File: src/drg_defs.vh
`ifndef DRG_DEFS_VH
`define DRG_DEFS_VH

// ********
// Register map (byte addresses, one aligned word each)
// ********
`define DRG_OFS_CTRL      4'h0
`define DRG_OFS_COUNT     4'h4
`define DRG_OFS_STATUS    4'h8

// ********
// Control fields
// ********
`define DRG_TYPE_BIT      2
`define DRG_RATE_LSB      3
`define DRG_RATE_MSB      4
`define DRG_TYPE_RST      1'b0
`define DRG_RATE_RST      2'h0
`define DRG_RATE_32       2'h0
`define DRG_RATE_64       2'h1
`define DRG_RATE_RSVD     2'h2
`define DRG_RATE_OFF      2'h3

// ********
// Status fields
// ********
`define DRG_ST_BUSY       0
`define DRG_ST_PEND       1
`define DRG_ST_TR         2

// ********
// Refresh counter layout and interval terminal counts
// ********
`define DRG_CNT_RST       14'h0000
`define DRG_INT_ZERO      6'h00
`define DRG_INT_TERM_32   6'h1F
`define DRG_INT_TERM_64   6'h3F
`define DRG_ROW_STEP      8'h01
`define DRG_CNT_STEP      14'h0001

// ********
// Bus constants
// ********
`define DRG_RESP_OKAY     2'h0
`define DRG_RESP_SLVERR   2'h2
`define DRG_ZERO32        32'h00000000
`define DRG_ZERO16        16'h0000
`define DRG_ZERO8         8'h00

`endif

File: src/drg_refresh_counter.v
`timescale 1ns/100ps
`include "drg_defs.vh"

module drg_refresh_counter (
    input  wire        clk_sys,    // System clock
    input  wire        reset_n,    // Synchronous reset, active low
    input  wire [1:0]  rate,       // Refresh rate code
    input  wire        wr_lo,      // Software write of count bits 7:2
    input  wire        wr_hi,      // Software write of count bits 15:8
    input  wire [15:0] wr_data,    // Software write data
    output wire [15:0] count,      // Counter image, bits 1:0 read zero
    output reg         req_q,      // One-cycle refresh request
    output reg  [7:0]  req_row_q   // Row address captured with request
);

    reg  [13:0] cnt_q;
    reg  [13:0] cnt_d;
    wire [5:0]  intvl = cnt_q[5:0];
    wire [7:0]  row   = cnt_q[13:6];
    wire [5:0]  term  = (rate == `DRG_RATE_32) ? `DRG_INT_TERM_32 : `DRG_INT_TERM_64;
    wire        wrap  = (intvl == term);
    wire        en    = (rate == `DRG_RATE_32) || (rate == `DRG_RATE_64);

    assign count = {cnt_q, 2'b00};

    // ********
    // Interval and row form one carry chain; the interval is cut
    // short at the terminal count so every request moves the row
    // ********
    always @* begin
        if (wrap) begin
            cnt_d = {row + `DRG_ROW_STEP, `DRG_INT_ZERO};
        end else begin
            cnt_d = cnt_q + `DRG_CNT_STEP;
        end
        if (wr_lo) begin
            cnt_d[5:0] = wr_data[7:2];
        end
        if (wr_hi) begin
            cnt_d[13:6] = wr_data[15:8];
        end
    end

    always @(posedge clk_sys) begin
        if (!reset_n) begin
            cnt_q     <= `DRG_CNT_RST;
            req_q     <= 1'b0;
            req_row_q <= `DRG_ZERO8;
        end else begin
            cnt_q <= cnt_d;
            req_q <= wrap && en && !wr_lo && !wr_hi;
            if (wrap) begin
                req_row_q <= row;
            end
        end
    end

endmodule

File: src/drg_refresh_gen.v
// Operation
// - Refresh cycles run by themselves at a programmed interval; software can stop them.
// - Type select 0 gives RAS-only cycles, 1 gives CAS-before-RAS cycles.
// - Rate 00 refreshes every 32 clocks, 01 every 64, 11 none, 10 reserved.
// - Reset forces type select to 0 and rate field to 00.
// - No refresh while reset is held; periodic refresh starts after release.
// - Same valid 8-bit row address is output for both refresh types.
// - Count bits 2 to 15 are one counter: 2-7 interval, 8-15 row.
// - Row field appears on bus lines 0-7 when the row strobe falls.
// - Seven low row bits also appear on bus lines 8-14.
// - Refresh flag on top bus line is low as the row strobe falls.
// - Refresh flag is valid before the row strobe falls.
// - Transfer/output enable low before row strobe fall marks a transfer cycle.
// - Transfer flag at column time repeats transfer enable level sampled at row fall.
// - In CAS-before-RAS refresh the column strobe falls before the row strobe.
// - Row address walks through all 256 values over successive refreshes.
//
// The register offsets and the AXI4-Lite slave port were left to the implementer.
`timescale 1ns/100ps
`include "drg_defs.vh"

module drg_refresh_gen (
    input  wire        clk_sys,        // System clock, 10 MHz
    input  wire        reset_n,        // Synchronous reset, active low
    // AXI4-Lite slave
    input  wire [3:0]  s_axi_awaddr,   // Write address
    input  wire        s_axi_awvalid,  // Write address valid
    output wire        s_axi_awready,  // Write address ready
    input  wire [31:0] s_axi_wdata,    // Write data
    input  wire [3:0]  s_axi_wstrb,    // Write byte strobes
    input  wire        s_axi_wvalid,   // Write data valid
    output wire        s_axi_wready,   // Write data ready
    output reg  [1:0]  s_axi_bresp,    // Write response
    output reg         s_axi_bvalid,   // Write response valid
    input  wire        s_axi_bready,   // Write response ready
    input  wire [3:0]  s_axi_araddr,   // Read address
    input  wire        s_axi_arvalid,  // Read address valid
    output wire        s_axi_arready,  // Read address ready
    output reg  [31:0] s_axi_rdata,    // Read data
    output reg  [1:0]  s_axi_rresp,    // Read response
    output reg         s_axi_rvalid,   // Read data valid
    input  wire        s_axi_rready,   // Read data ready
    // Shift-register-transfer requests
    input  wire        xfer_req,       // Transfer cycle wanted, level
    input  wire [14:0] xfer_row,       // Row-time bus value for transfer
    input  wire [13:0] xfer_col,       // Column-time address for transfer
    output reg         xfer_ack_q,     // Transfer cycle finished, pulse
    // Memory bus
    output reg  [15:0] muxed_addr_data_bus, // Multiplexed bus output value
    output reg         bus_oe_n,       // Bus output enable, low while driving
    output reg         ras_n,          // Row strobe, active low
    output reg         cas_n,          // Column strobe, active low
    output reg         transfer_output_enable // Transfer/output enable, active low
);

    // ****************************************************************
    // Cycle states
    // ****************************************************************
    localparam [5:0] ST_IDLE = 6'h01;
    localparam [5:0] ST_ADDR = 6'h02;
    localparam [5:0] ST_RAS  = 6'h04;
    localparam [5:0] ST_COL  = 6'h08;
    localparam [5:0] ST_CAS  = 6'h10;
    localparam [5:0] ST_PRE  = 6'h20;

    // ****************************************************************
    // Control register
    // ****************************************************************
    reg        refresh_type_select_q;
    reg  [1:0] refresh_rate_field_q;

    // ****************************************************************
    // Bus slave state
    // ****************************************************************
    reg        aw_held_q;
    reg  [3:0] aw_addr_q;
    reg        w_held_q;
    reg [31:0] w_data_q;
    reg  [3:0] w_strb_q;

    wire       aw_take   = s_axi_awvalid && s_axi_awready;
    wire       w_take    = s_axi_wvalid && s_axi_wready;
    wire       aw_have   = aw_held_q || aw_take;
    wire       w_have    = w_held_q || w_take;
    wire [3:0] wr_addr   = aw_held_q ? aw_addr_q : s_axi_awaddr;
    wire [31:0] wr_data  = w_held_q ? w_data_q : s_axi_wdata;
    wire [3:0] wr_strb   = w_held_q ? w_strb_q : s_axi_wstrb;
    wire       wr_fire   = aw_have && w_have && !s_axi_bvalid;

    // Ready stays low once a channel is held, so each write is one beat
    assign s_axi_awready = !aw_held_q && !s_axi_bvalid;
    assign s_axi_wready  = !w_held_q && !s_axi_bvalid;
    assign s_axi_arready = !s_axi_rvalid;

    wire wr_ctrl  = wr_fire && (wr_addr == `DRG_OFS_CTRL);
    wire wr_count = wr_fire && (wr_addr == `DRG_OFS_COUNT);
    wire wr_known = wr_ctrl || wr_count || (wr_addr == `DRG_OFS_STATUS);

    // ****************************************************************
    // Refresh counter
    // ****************************************************************
    wire [15:0] count;
    wire        ref_req;
    wire [7:0]  ref_row;

    drg_refresh_counter u_counter (
        .clk_sys   (clk_sys),
        .reset_n   (reset_n),
        .rate      (refresh_rate_field_q),
        .wr_lo     (wr_count && wr_strb[0]),
        .wr_hi     (wr_count && wr_strb[1]),
        .wr_data   (wr_data[15:0]),
        .count     (count),
        .req_q     (ref_req),
        .req_row_q (ref_row)
    );

    // ****************************************************************
    // Cycle engine state
    // ****************************************************************
    reg  [5:0] state_q;
    reg  [5:0] state_d;
    reg        pend_q;
    reg  [7:0] pend_row_q;
    reg        is_ref_q;
    reg        is_ref_d;
    reg        cbr_q;
    reg        cbr_d;
    reg        tr_seen_q;
    reg        tr_seen_d;
    reg [15:0] bus_d;
    reg        oe_n_d;
    reg        ras_n_d;
    reg        cas_n_d;
    reg        tr_oe_n_d;
    reg        ack_d;

    wire start_ref = (state_q == ST_IDLE) && pend_q;
    wire start_xfr = (state_q == ST_IDLE) && !pend_q && xfer_req;

    // ****************************************************************
    // Register writes
    // ****************************************************************
    always @(posedge clk_sys) begin
        if (!reset_n) begin
            refresh_type_select_q <= `DRG_TYPE_RST;
            refresh_rate_field_q  <= `DRG_RATE_RST;
            aw_held_q             <= 1'b0;
            aw_addr_q             <= 4'h0;
            w_held_q              <= 1'b0;
            w_data_q              <= `DRG_ZERO32;
            w_strb_q              <= 4'h0;
            s_axi_bvalid          <= 1'b0;
            s_axi_bresp           <= `DRG_RESP_OKAY;
        end else begin
            if (aw_take && !wr_fire) begin
                aw_held_q <= 1'b1;
                aw_addr_q <= s_axi_awaddr;
            end
            if (w_take && !wr_fire) begin
                w_held_q <= 1'b1;
                w_data_q <= s_axi_wdata;
                w_strb_q <= s_axi_wstrb;
            end
            if (wr_fire) begin
                aw_held_q    <= 1'b0;
                w_held_q     <= 1'b0;
                s_axi_bvalid <= 1'b1;
                s_axi_bresp  <= wr_known ? `DRG_RESP_OKAY : `DRG_RESP_SLVERR;
            end else if (s_axi_bvalid && s_axi_bready) begin
                s_axi_bvalid <= 1'b0;
            end
            if (wr_ctrl && wr_strb[0]) begin
                refresh_type_select_q <= wr_data[`DRG_TYPE_BIT];
                refresh_rate_field_q  <= wr_data[`DRG_RATE_MSB:`DRG_RATE_LSB];
            end
        end
    end

    // ****************************************************************
    // Register reads
    // ****************************************************************
    reg [31:0] rd_val;
    reg        rd_ok;

    always @* begin
        rd_val = `DRG_ZERO32;
        rd_ok  = 1'b1;
        case (s_axi_araddr)
            `DRG_OFS_CTRL: begin
                rd_val[`DRG_TYPE_BIT]                = refresh_type_select_q;
                rd_val[`DRG_RATE_MSB:`DRG_RATE_LSB]  = refresh_rate_field_q;
            end
            `DRG_OFS_COUNT: begin
                rd_val[15:0] = count;
            end
            `DRG_OFS_STATUS: begin
                rd_val[`DRG_ST_BUSY] = (state_q != ST_IDLE);
                rd_val[`DRG_ST_PEND] = pend_q;
                rd_val[`DRG_ST_TR]   = tr_seen_q;
            end
            default: begin
                rd_ok = 1'b0;
            end
        endcase
    end

    always @(posedge clk_sys) begin
        if (!reset_n) begin
            s_axi_rvalid <= 1'b0;
            s_axi_rdata  <= `DRG_ZERO32;
            s_axi_rresp  <= `DRG_RESP_OKAY;
        end else if (s_axi_arvalid && s_axi_arready) begin
            s_axi_rvalid <= 1'b1;
            s_axi_rdata  <= rd_val;
            s_axi_rresp  <= rd_ok ? `DRG_RESP_OKAY : `DRG_RESP_SLVERR;
        end else if (s_axi_rvalid && s_axi_rready) begin
            s_axi_rvalid <= 1'b0;
        end
    end

    // ****************************************************************
    // Memory cycle sequencer
    // Refresh outranks transfers; a transfer waits at most one
    // refresh cycle because a new request takes at least 32 clocks to come
    // ****************************************************************
    always @* begin
        state_d   = state_q;
        is_ref_d  = is_ref_q;
        cbr_d     = cbr_q;
        tr_seen_d = tr_seen_q;
        bus_d     = muxed_addr_data_bus;
        oe_n_d    = bus_oe_n;
        ras_n_d   = ras_n;
        cas_n_d   = cas_n;
        tr_oe_n_d = transfer_output_enable;
        ack_d     = 1'b0;
        case (state_q)
            ST_IDLE: begin
                if (start_ref) begin
                    // Row field on 7:0, its low seven bits again on 14:8, flag low
                    bus_d     = {1'b0, pend_row_q[6:0], pend_row_q};
                    oe_n_d    = 1'b0;
                    is_ref_d  = 1'b1;
                    cbr_d     = refresh_type_select_q;
                    cas_n_d   = !refresh_type_select_q;
                    state_d   = ST_ADDR;
                end else if (start_xfr) begin
                    bus_d     = {1'b1, xfer_row};
                    oe_n_d    = 1'b0;
                    is_ref_d  = 1'b0;
                    cbr_d     = 1'b0;
                    tr_oe_n_d = 1'b0;
                    state_d   = ST_ADDR;
                end
            end
            ST_ADDR: begin
                ras_n_d = 1'b0;
                state_d = ST_RAS;
            end
            ST_RAS: begin
                tr_seen_d = !transfer_output_enable;
                if (is_ref_q) begin
                    ras_n_d = 1'b1;
                    cas_n_d = 1'b1;
                    oe_n_d  = 1'b1;
                    state_d = ST_PRE;
                end else begin
                    // Level held through the row fall is repeated as the flag
                    bus_d     = {1'b0, transfer_output_enable, xfer_col};
                    tr_oe_n_d = 1'b1;
                    state_d   = ST_COL;
                end
            end
            ST_COL: begin
                cas_n_d = 1'b0;
                state_d = ST_CAS;
            end
            ST_CAS: begin
                ras_n_d = 1'b1;
                cas_n_d = 1'b1;
                oe_n_d  = 1'b1;
                ack_d   = 1'b1;
                state_d = ST_PRE;
            end
            ST_PRE: begin
                state_d = ST_IDLE;
            end
            default: begin
                ras_n_d   = 1'b1;
                cas_n_d   = 1'b1;
                oe_n_d    = 1'b1;
                tr_oe_n_d = 1'b1;
                state_d   = ST_IDLE;
            end
        endcase
    end

    always @(posedge clk_sys) begin
        if (!reset_n) begin
            state_q                <= ST_IDLE;
            pend_q                 <= 1'b0;
            pend_row_q             <= `DRG_ZERO8;
            is_ref_q               <= 1'b0;
            cbr_q                  <= 1'b0;
            tr_seen_q              <= 1'b0;
            muxed_addr_data_bus    <= `DRG_ZERO16;
            bus_oe_n               <= 1'b1;
            ras_n                  <= 1'b1;
            cas_n                  <= 1'b1;
            transfer_output_enable <= 1'b1;
            xfer_ack_q             <= 1'b0;
        end else begin
            // A request landing as a cycle starts stays pending
            pend_q                 <= ref_req || (pend_q && !start_ref);
            if (ref_req) begin
                pend_row_q <= ref_row;
            end
            state_q                <= state_d;
            is_ref_q               <= is_ref_d;
            cbr_q                  <= cbr_d;
            tr_seen_q              <= tr_seen_d;
            muxed_addr_data_bus    <= bus_d;
            bus_oe_n               <= oe_n_d;
            ras_n                  <= ras_n_d;
            cas_n                  <= cas_n_d;
            transfer_output_enable <= tr_oe_n_d;
            xfer_ack_q             <= ack_d;
        end
    end

endmodule

File: config.mk
export PLATFORM = sky130hd
export DESIGN_NAME = drg_refresh_gen
export DESIGN_NICKNAME = d
export VERILOG_FILES = /design/src/drg_refresh_counter.v /design/src/drg_refresh_gen.v
export VERILOG_INCLUDE_DIRS = /design/src
export SDC_FILE = /design/constraint.sdc
export NUM_CORES = 1
export LEC_CHECK = 0
export BUFFER_PORTS_ARGS = -buffer_cell sky130_fd_sc_hd__buf_2
export CAP_MARGIN = 20
export CORE_AREA = 5 5 104 106
export DETAILED_ROUTE_END_ITERATION = 6
export DIE_AREA = 0 0 109 111
export GPL_ROUTABILITY_DRIVEN = 0
export PLACE_DENSITY = 0.79
export SLEW_MARGIN = 20
export SYNTH_ARGS = -nofsm -noshare
export SYNTH_HDL_FRONTEND = slang
export SYNTH_SLANG_ARGS = --single-unit
File: constraint.sdc
create_clock -name clk_sys -period 1.9 [get_ports clk_sys]
set_input_delay 0.38 -clock clk_sys [delete_from_list [all_inputs] [get_ports clk_sys]]
set_output_delay 0.38 -clock clk_sys [all_outputs]
set_load 0.02 [all_outputs]
==> metrics, run 1 <==
largest net degree at the start of global routing=36; power per cell area=828.2 nW/µm²; later-pin clock latency in the skew report=approximately 0.37 ns; CP cell instances=nor3b_2 -> and2_1 -> nand2_1 -> a31oi_2 -> buf_12 -> a22o_1; setup ws final=0.1120 ns; worst clock skew=around 0.017 ns; Vias/cell=5.416; gr ovfl total=0; nets@finish=740; Reg power frac=50.7%; post-synth top area share=42.77%; hold wc startpoint=s_axi_wdata[6]; CTS sink count=106; clk slew on worst S/H paths=roughly 0.11 ns; Ys Warns=0; simple-gate share of the synthesized area=18.49%; highest clock rate=between 500 and 600 MHz; total negative slack=0 ns; Worst path slowest cell=dfxtp_1; core area=9684 µm²; Initial Util=51.23%; WHS Endpoint=w_data_q[6]; number of synthesized flops with an enable pin=0; Logic pwr share=18.2%; Avg Cell Area, Syn=8.891 µm²; Crit Path Class=reg2reg; die width=109 µm; CP max stage delay=0.53 ns; Routed WL=11.93 mm; postcts setup bufs=0; Layout area overhead=17.02%; worst hold path type=in2reg; gr usage total=19.63%; R2R Path Start=state_q[2]; layout cells sized above 1=25.38%; register bit total from synthesis=106; H-tree levels=3; Clock power frac=31.1%; fin. max-slew vios=0; DR WL/cell=~15 µm; Netlist cell types=63; CTS tree=done; Arr. time, crit path=2.10 ns; clk buf depth=2; Post-synth ARST share=0%; IO Pins=143; critical path endpoint category=flop; main combinational cell family by area after synthesis=simple AND/OR/NAND/NOR gates; reg2reg path depth=6; fin cells=795; clock buffer count from CTS=9; CTS Hold Bufs=0; Hold Crit Depth=3; CTS resizes=0; Area after DPL=5592 µm²; Final Hold Vio Count=0; Switching Fraction=between 30% and 40%; Switch Pwr=1.445 mW; Antenna Nets Post-Route=0; r2r setup slk=0.11 ns; worst reg2reg endpoint=muxed_addr_data_bus[8]; Area contributors post-synth=dfxtp_1, mux2i_1, nor2_1; # rows=36; sequential fraction of the synthesis area=42.77%; MaxCap Viol Count=0; Synth Area in Compound Gates=16.07%; Worst Path Max Fanout=15; final setup fails=0; first-pass GRT wire length=19.58 mm; Post-Synthesis Cell Area=4961 µm²; Internal Pwr Total=3.364 mW; DP Cell Count=779; CTS Root Cell=clkbuf_8; status=completed; vias=4306; most common flop cell mapped by yosys=dfxtp_1; VDD IR-drop max=0.4023 mV; synthesized-area fraction occupied by adder cells=0.5044%; die area=12100 µm²; initial antenna violation count=0; unrepaired setup endpoints after global routing=no; area leader, netlist=dfxtp_1; Antenna Cells=0; Startpoint Class=flop; height of the die=111 µm; fin crit period=roughly 1.8 ns; Final Core Density=between 50% and 60%; DRC Markers=0; xor and xnor fraction of the mapped netlist area=2.295%; drt first-iter violations=288; design area=around 5800 µm²; vias in the first global route=4219; WP data required=roughly 2.2 ns; leakage=2.534 nW; hpwl dp=8.717 mm; Placement Setup Slack=0.07170 ns; multiplexer area fraction after synthesis=12.61%; first-pass detailed-route iteration total=5; Synth Instances=558; Tcrit/Tclk final=94.10%; IO Port Bufs=104
## metrics by stage
step                      power [mW]  hold WS (ns)
final                          4.808        0.2610
after global routing           5.015        0.2547
after CTS                      4.821        0.2545
after detailed placement       3.355        0.4503
after global placement         3.325        0.4496
after floorplan                3.112        0.4544
## critical path, delay by kind of cell (launching register included)
| kind | cells | cell delay (ns) |
|---|---|---|
| AND/OR/NAND/NOR | 3 | 0.66 |
| flip-flops | 1 | 0.53 |
| AO/OA/AOI/OAI | 2 | 0.38 |
| buffers and inverters | 1 | 0.17 |
## placed cells by master, fill, tap and decap left out, drive strengths merged, types with 10 or more instances in the layout
master | synthesis | layout
a31oi | 13 | 13
dfxtp | 106 | 106
buf | 34 | 126
nand2 | 34 | 34
mux2 | 12 | 12
o21ai | 19 | 19
a22oi | 14 | 14
mux2i | 49 | 49
inv | 9 | 14
nand3 | 10 | 10
a22o | 15 | 15
a21oi | 35 | 35
conb | 1 | 18
nor2 | 96 | 96
## worst max path at each step
| stage | start | end | cells past startpoint |
|---|---|---|---|
| 2_1_floorplan | w_held_q | w_data_q[10] | 7 |
| 3_3_place_gp | s_axi_awaddr[3] | u_counter.cnt_q[13] | 7 |
| 3_5_place_dp | s_axi_awaddr[3] | u_counter.cnt_q[13] | 7 |
| 4_1_cts | state_q[0] | muxed_addr_data_bus[8] | 6 |
| 5_1_grt | state_q[1] | muxed_addr_data_bus[2] | 6 |
| 6_report | state_q[2] | muxed_addr_data_bus[8] | 6 |
## synthesized netlist by cell type (9+ instances only)
master	instances
dfxtp_1	106
nor2_1	94
mux2i_1	49
a21oi_1	35
nand2_1	33
clkbuf_1	21
buf_4	20
o21ai_0	19
a22o_1	15
a22oi_1	14
a31oi_1	12
mux2_2	12
a211oi_1	9
buf_2	9
nand3_1	9
## final cells by class
type	count	area, µm²
clock inverter	7	90.09
tap	133	166.4
timing repair buffer	126	723.2
multi-input combinational	405	2546
inverter	9	33.78
fill	832	3879
sequential	106	2122
clock buffer	9	123.9
## metal layers
metal / routed length [µm] / track usage (%) / up-vias / share of wire, %
met5: 0 / 0 / - / 0
met4: 238 / 6.566 / 0 / 2.0
met3: 750 / 3.902 / 21 / 6.3
met2: 5574 / 32.51 / 155 / 47
met1: 5362 / 25.26 / 1998 / 45
li1: - / - / 2132 / -
## power groups by stage
stage	registers (mW)	logic [mW]	clock network, mW
6_report	2.44	0.875	1.49
3_5_place_dp	2.49	0.867	0
5_1_grt	2.46	0.952	1.61
2_1_floorplan	2.55	0.566	0
4_1_cts	2.44	0.873	1.51
3_3_place_gp	2.48	0.845	0
## sequential cells by signal, summed over array words and instances, names as in the netlist, 2 cells and up
register / flops
w_data_q: 14
muxed_addr_data_bus: 16
aw_addr_q: 4
pend_row_q: 8
w_strb_q: 2
s_axi_rdata: 16
u_counter.req_row_q: 8
state_q: 6
refresh_rate_field_q: 2
u_counter.cnt_q: 14
## logic make-up (layout without fill, tap and decap cells)
group                    count (synthesis)  count (layout)
AO/OA/AOI/OAI                          122             122
other                                    1              18
flip-flops                             106             106
buffers and inverters                   64             151
adder cells (fa/ha/maj)                  2               2
AND/OR/NAND/NOR                        189             189
multiplexers                            61              61
XOR/XNOR                                13              13
No activity file was read; power rests on OpenSTA's default activity.
==> run 2, diff against run 1 <==
==> constraint.sdc (replaced) <==
create_clock -name clk_sys -period 1.9 [get_ports clk_sys]
set_input_delay 0 -clock clk_sys [delete_from_list [all_inputs] [get_ports clk_sys]]
set_output_delay 0 -clock clk_sys [all_outputs]
set_load 0.02 [all_outputs]
==> metrics, run 2 (synthesized netlist as in run 1, its figures left out) <==
crit path from=state_q[1]; Antenna Cells=0; power per cell area=between 700 and 800 nW/µm²; clk slew on worst S/H paths=0.11 ns; layout cells sized above 1=24.71%; CP endpoint=muxed_addr_data_bus[8]; drt first-iter violations=398; CTS tree=done; Placement Setup Slack=between 0.1 and 0.15 ns; total power draw=slightly below 5 mW; fin cells=833; CP max stage delay=about 0.48 ns; clock buffer count from CTS=9; CP cell instances=nor4b_4 -> and2_4 -> nand2_2 -> a31oi_2 -> buf_12 -> a22o_1; IO Port Bufs=between 100 and 150; die width=109 µm; VDD IR-drop max=0.4484 mV; hpwl dp=8.824 mm; gr ovfl total=0; Final Hold Vio Count=0; reg2reg path depth=6; Worst path slowest cell=dfxtp_1; vias=4596; worst clock skew=0.01941 ns; Routed WL=13.03 mm; Arr. time, crit path=between 2 and 2.5 ns; fin crit period=1.784 ns; H-tree levels=3; status=completed; DRC Markers=0; unrepaired setup endpoints after global routing=no; worst hold path type=in2reg; highest clock rate=560.6 MHz; clk buf depth=2; # rows=36; total negative slack=0 ns; critical path endpoint category=flop; Tcrit/Tclk final=93.89%; setup ws final=0.1161 ns; DP Cell Count=780; IO Pins=143; Crit path depth=6; worst-margin pin slew=a little over 0.5 ns; largest net degree at the start of global routing=33; vias in the first global route=4389; Initial Util=51.23%; leakage=between 2 and 3 nW; nets@finish=778; final setup fails=0; die area=12100 µm²; fin. max-slew vios=0; initial antenna violation count=0; r2r setup slk=0.12 ns; gr usage total=21.18%; DR WL/cell=~16 µm; crit-path leading delay family=simple AND/OR/NAND/NOR gates; later-pin clock latency in the skew report=0.37 ns; Layout area overhead=25.12%; top flop regs=muxed_addr_data_bus x16, s_axi_rdata x16; Vias/cell=5.517; Rel. slew slack=66.21%; first-pass GRT wire length=approximately 21 mm; WP data required=2.21 ns; Worst Path Max Fanout=15; height of the die=111 µm; CP bufs+invs=1; R2R Path Start=state_q[1]; postcts setup bufs=0; worst reg2reg endpoint=muxed_addr_data_bus[8]; CTS sink count=106; Antenna Nets Post-Route=0; first-pass detailed-route iteration total=5; CTS Root Cell=clkbuf_8; Crit Path Class=reg2reg; most frequent cells in the layout=dfxtp_1, buf_2, nor2_1; MaxCap Viol Count=0; core area=9684 µm²; Startpoint Class=flop
-- run 2: how the worst min path moves through the flow --
stage	startpoint	end	slack (ns)	cells after the start
after floorplan	s_axi_awvalid	aw_held_q	0.14	2
after global routing	xfer_col[6]	muxed_addr_data_bus[6]	0.02	4
after CTS	xfer_col[6]	muxed_addr_data_bus[6]	0.003	4
after global placement	s_axi_wdata[6]	w_data_q[6]	0.25	3
after detailed placement	s_axi_wdata[3]	w_data_q[3]	0.26	3
final	xfer_col[6]	muxed_addr_data_bus[6]	0.01	4
-- run 2: per-stage QoR --
step | cell area [µm²] | utilization, % | hold WS [ns]
floorplan | 5025 | - | 0.1407
global placement | 5587 | 57.69 | 0.2486
detailed placement | 5587 | 57.69 | 0.2586
CTS | 6188 | 63.90 | 0.002534
global route | 6207 | 64.10 | 0.01539
finish | 6207 | 64.10 | 0.01328
-- run 2: area by class of cell --
cell class              instances  area (µm²)
clock buffers                   9       123.9
clock inverters                 7       107.6
fillers                       781        3477
inverters                       9       33.78
multi-input cells             405        2559
flip-flops and latches        106        2125
well taps                     133       166.4
repair buffers                164        1092
-- run 2: routing by layer --
metal / up-vias / wire, µm / global-route usage, %
li1: 2205 / - / -
met1: 2188 / 5485 / 26.20
met2: 174 / 6354 / 36.00
met3: 29 / 900 / 4.892
met4: 0 / 286 / 6.650
met5: - / 0 / 0
-- run 2: timing repair --
action	CTS	global route
hold endpoints to repair	38	0
gates resized for setup	0	10
hold buffers	37	0
endpoints found under the setup margin	0	18
-- run 2: power breakdown --
group	internal, mW	total, mW	switching (mW)
Sequential	2.35	2.45	0.103
Clock	0.662	1.56	0.893
Combinational	0.420	0.947	0.526
Total	3.43	4.95	1.52
-- run 2: worst register-to-register path, cell delays in order (launching register included) --
cell	delay, ns
dfxtp_1	0.48
nor4b_4	0.35
and2_4	0.28
nand2_2	0.11
a31oi_2	0.20
buf_12	0.17
a22o_1	0.15
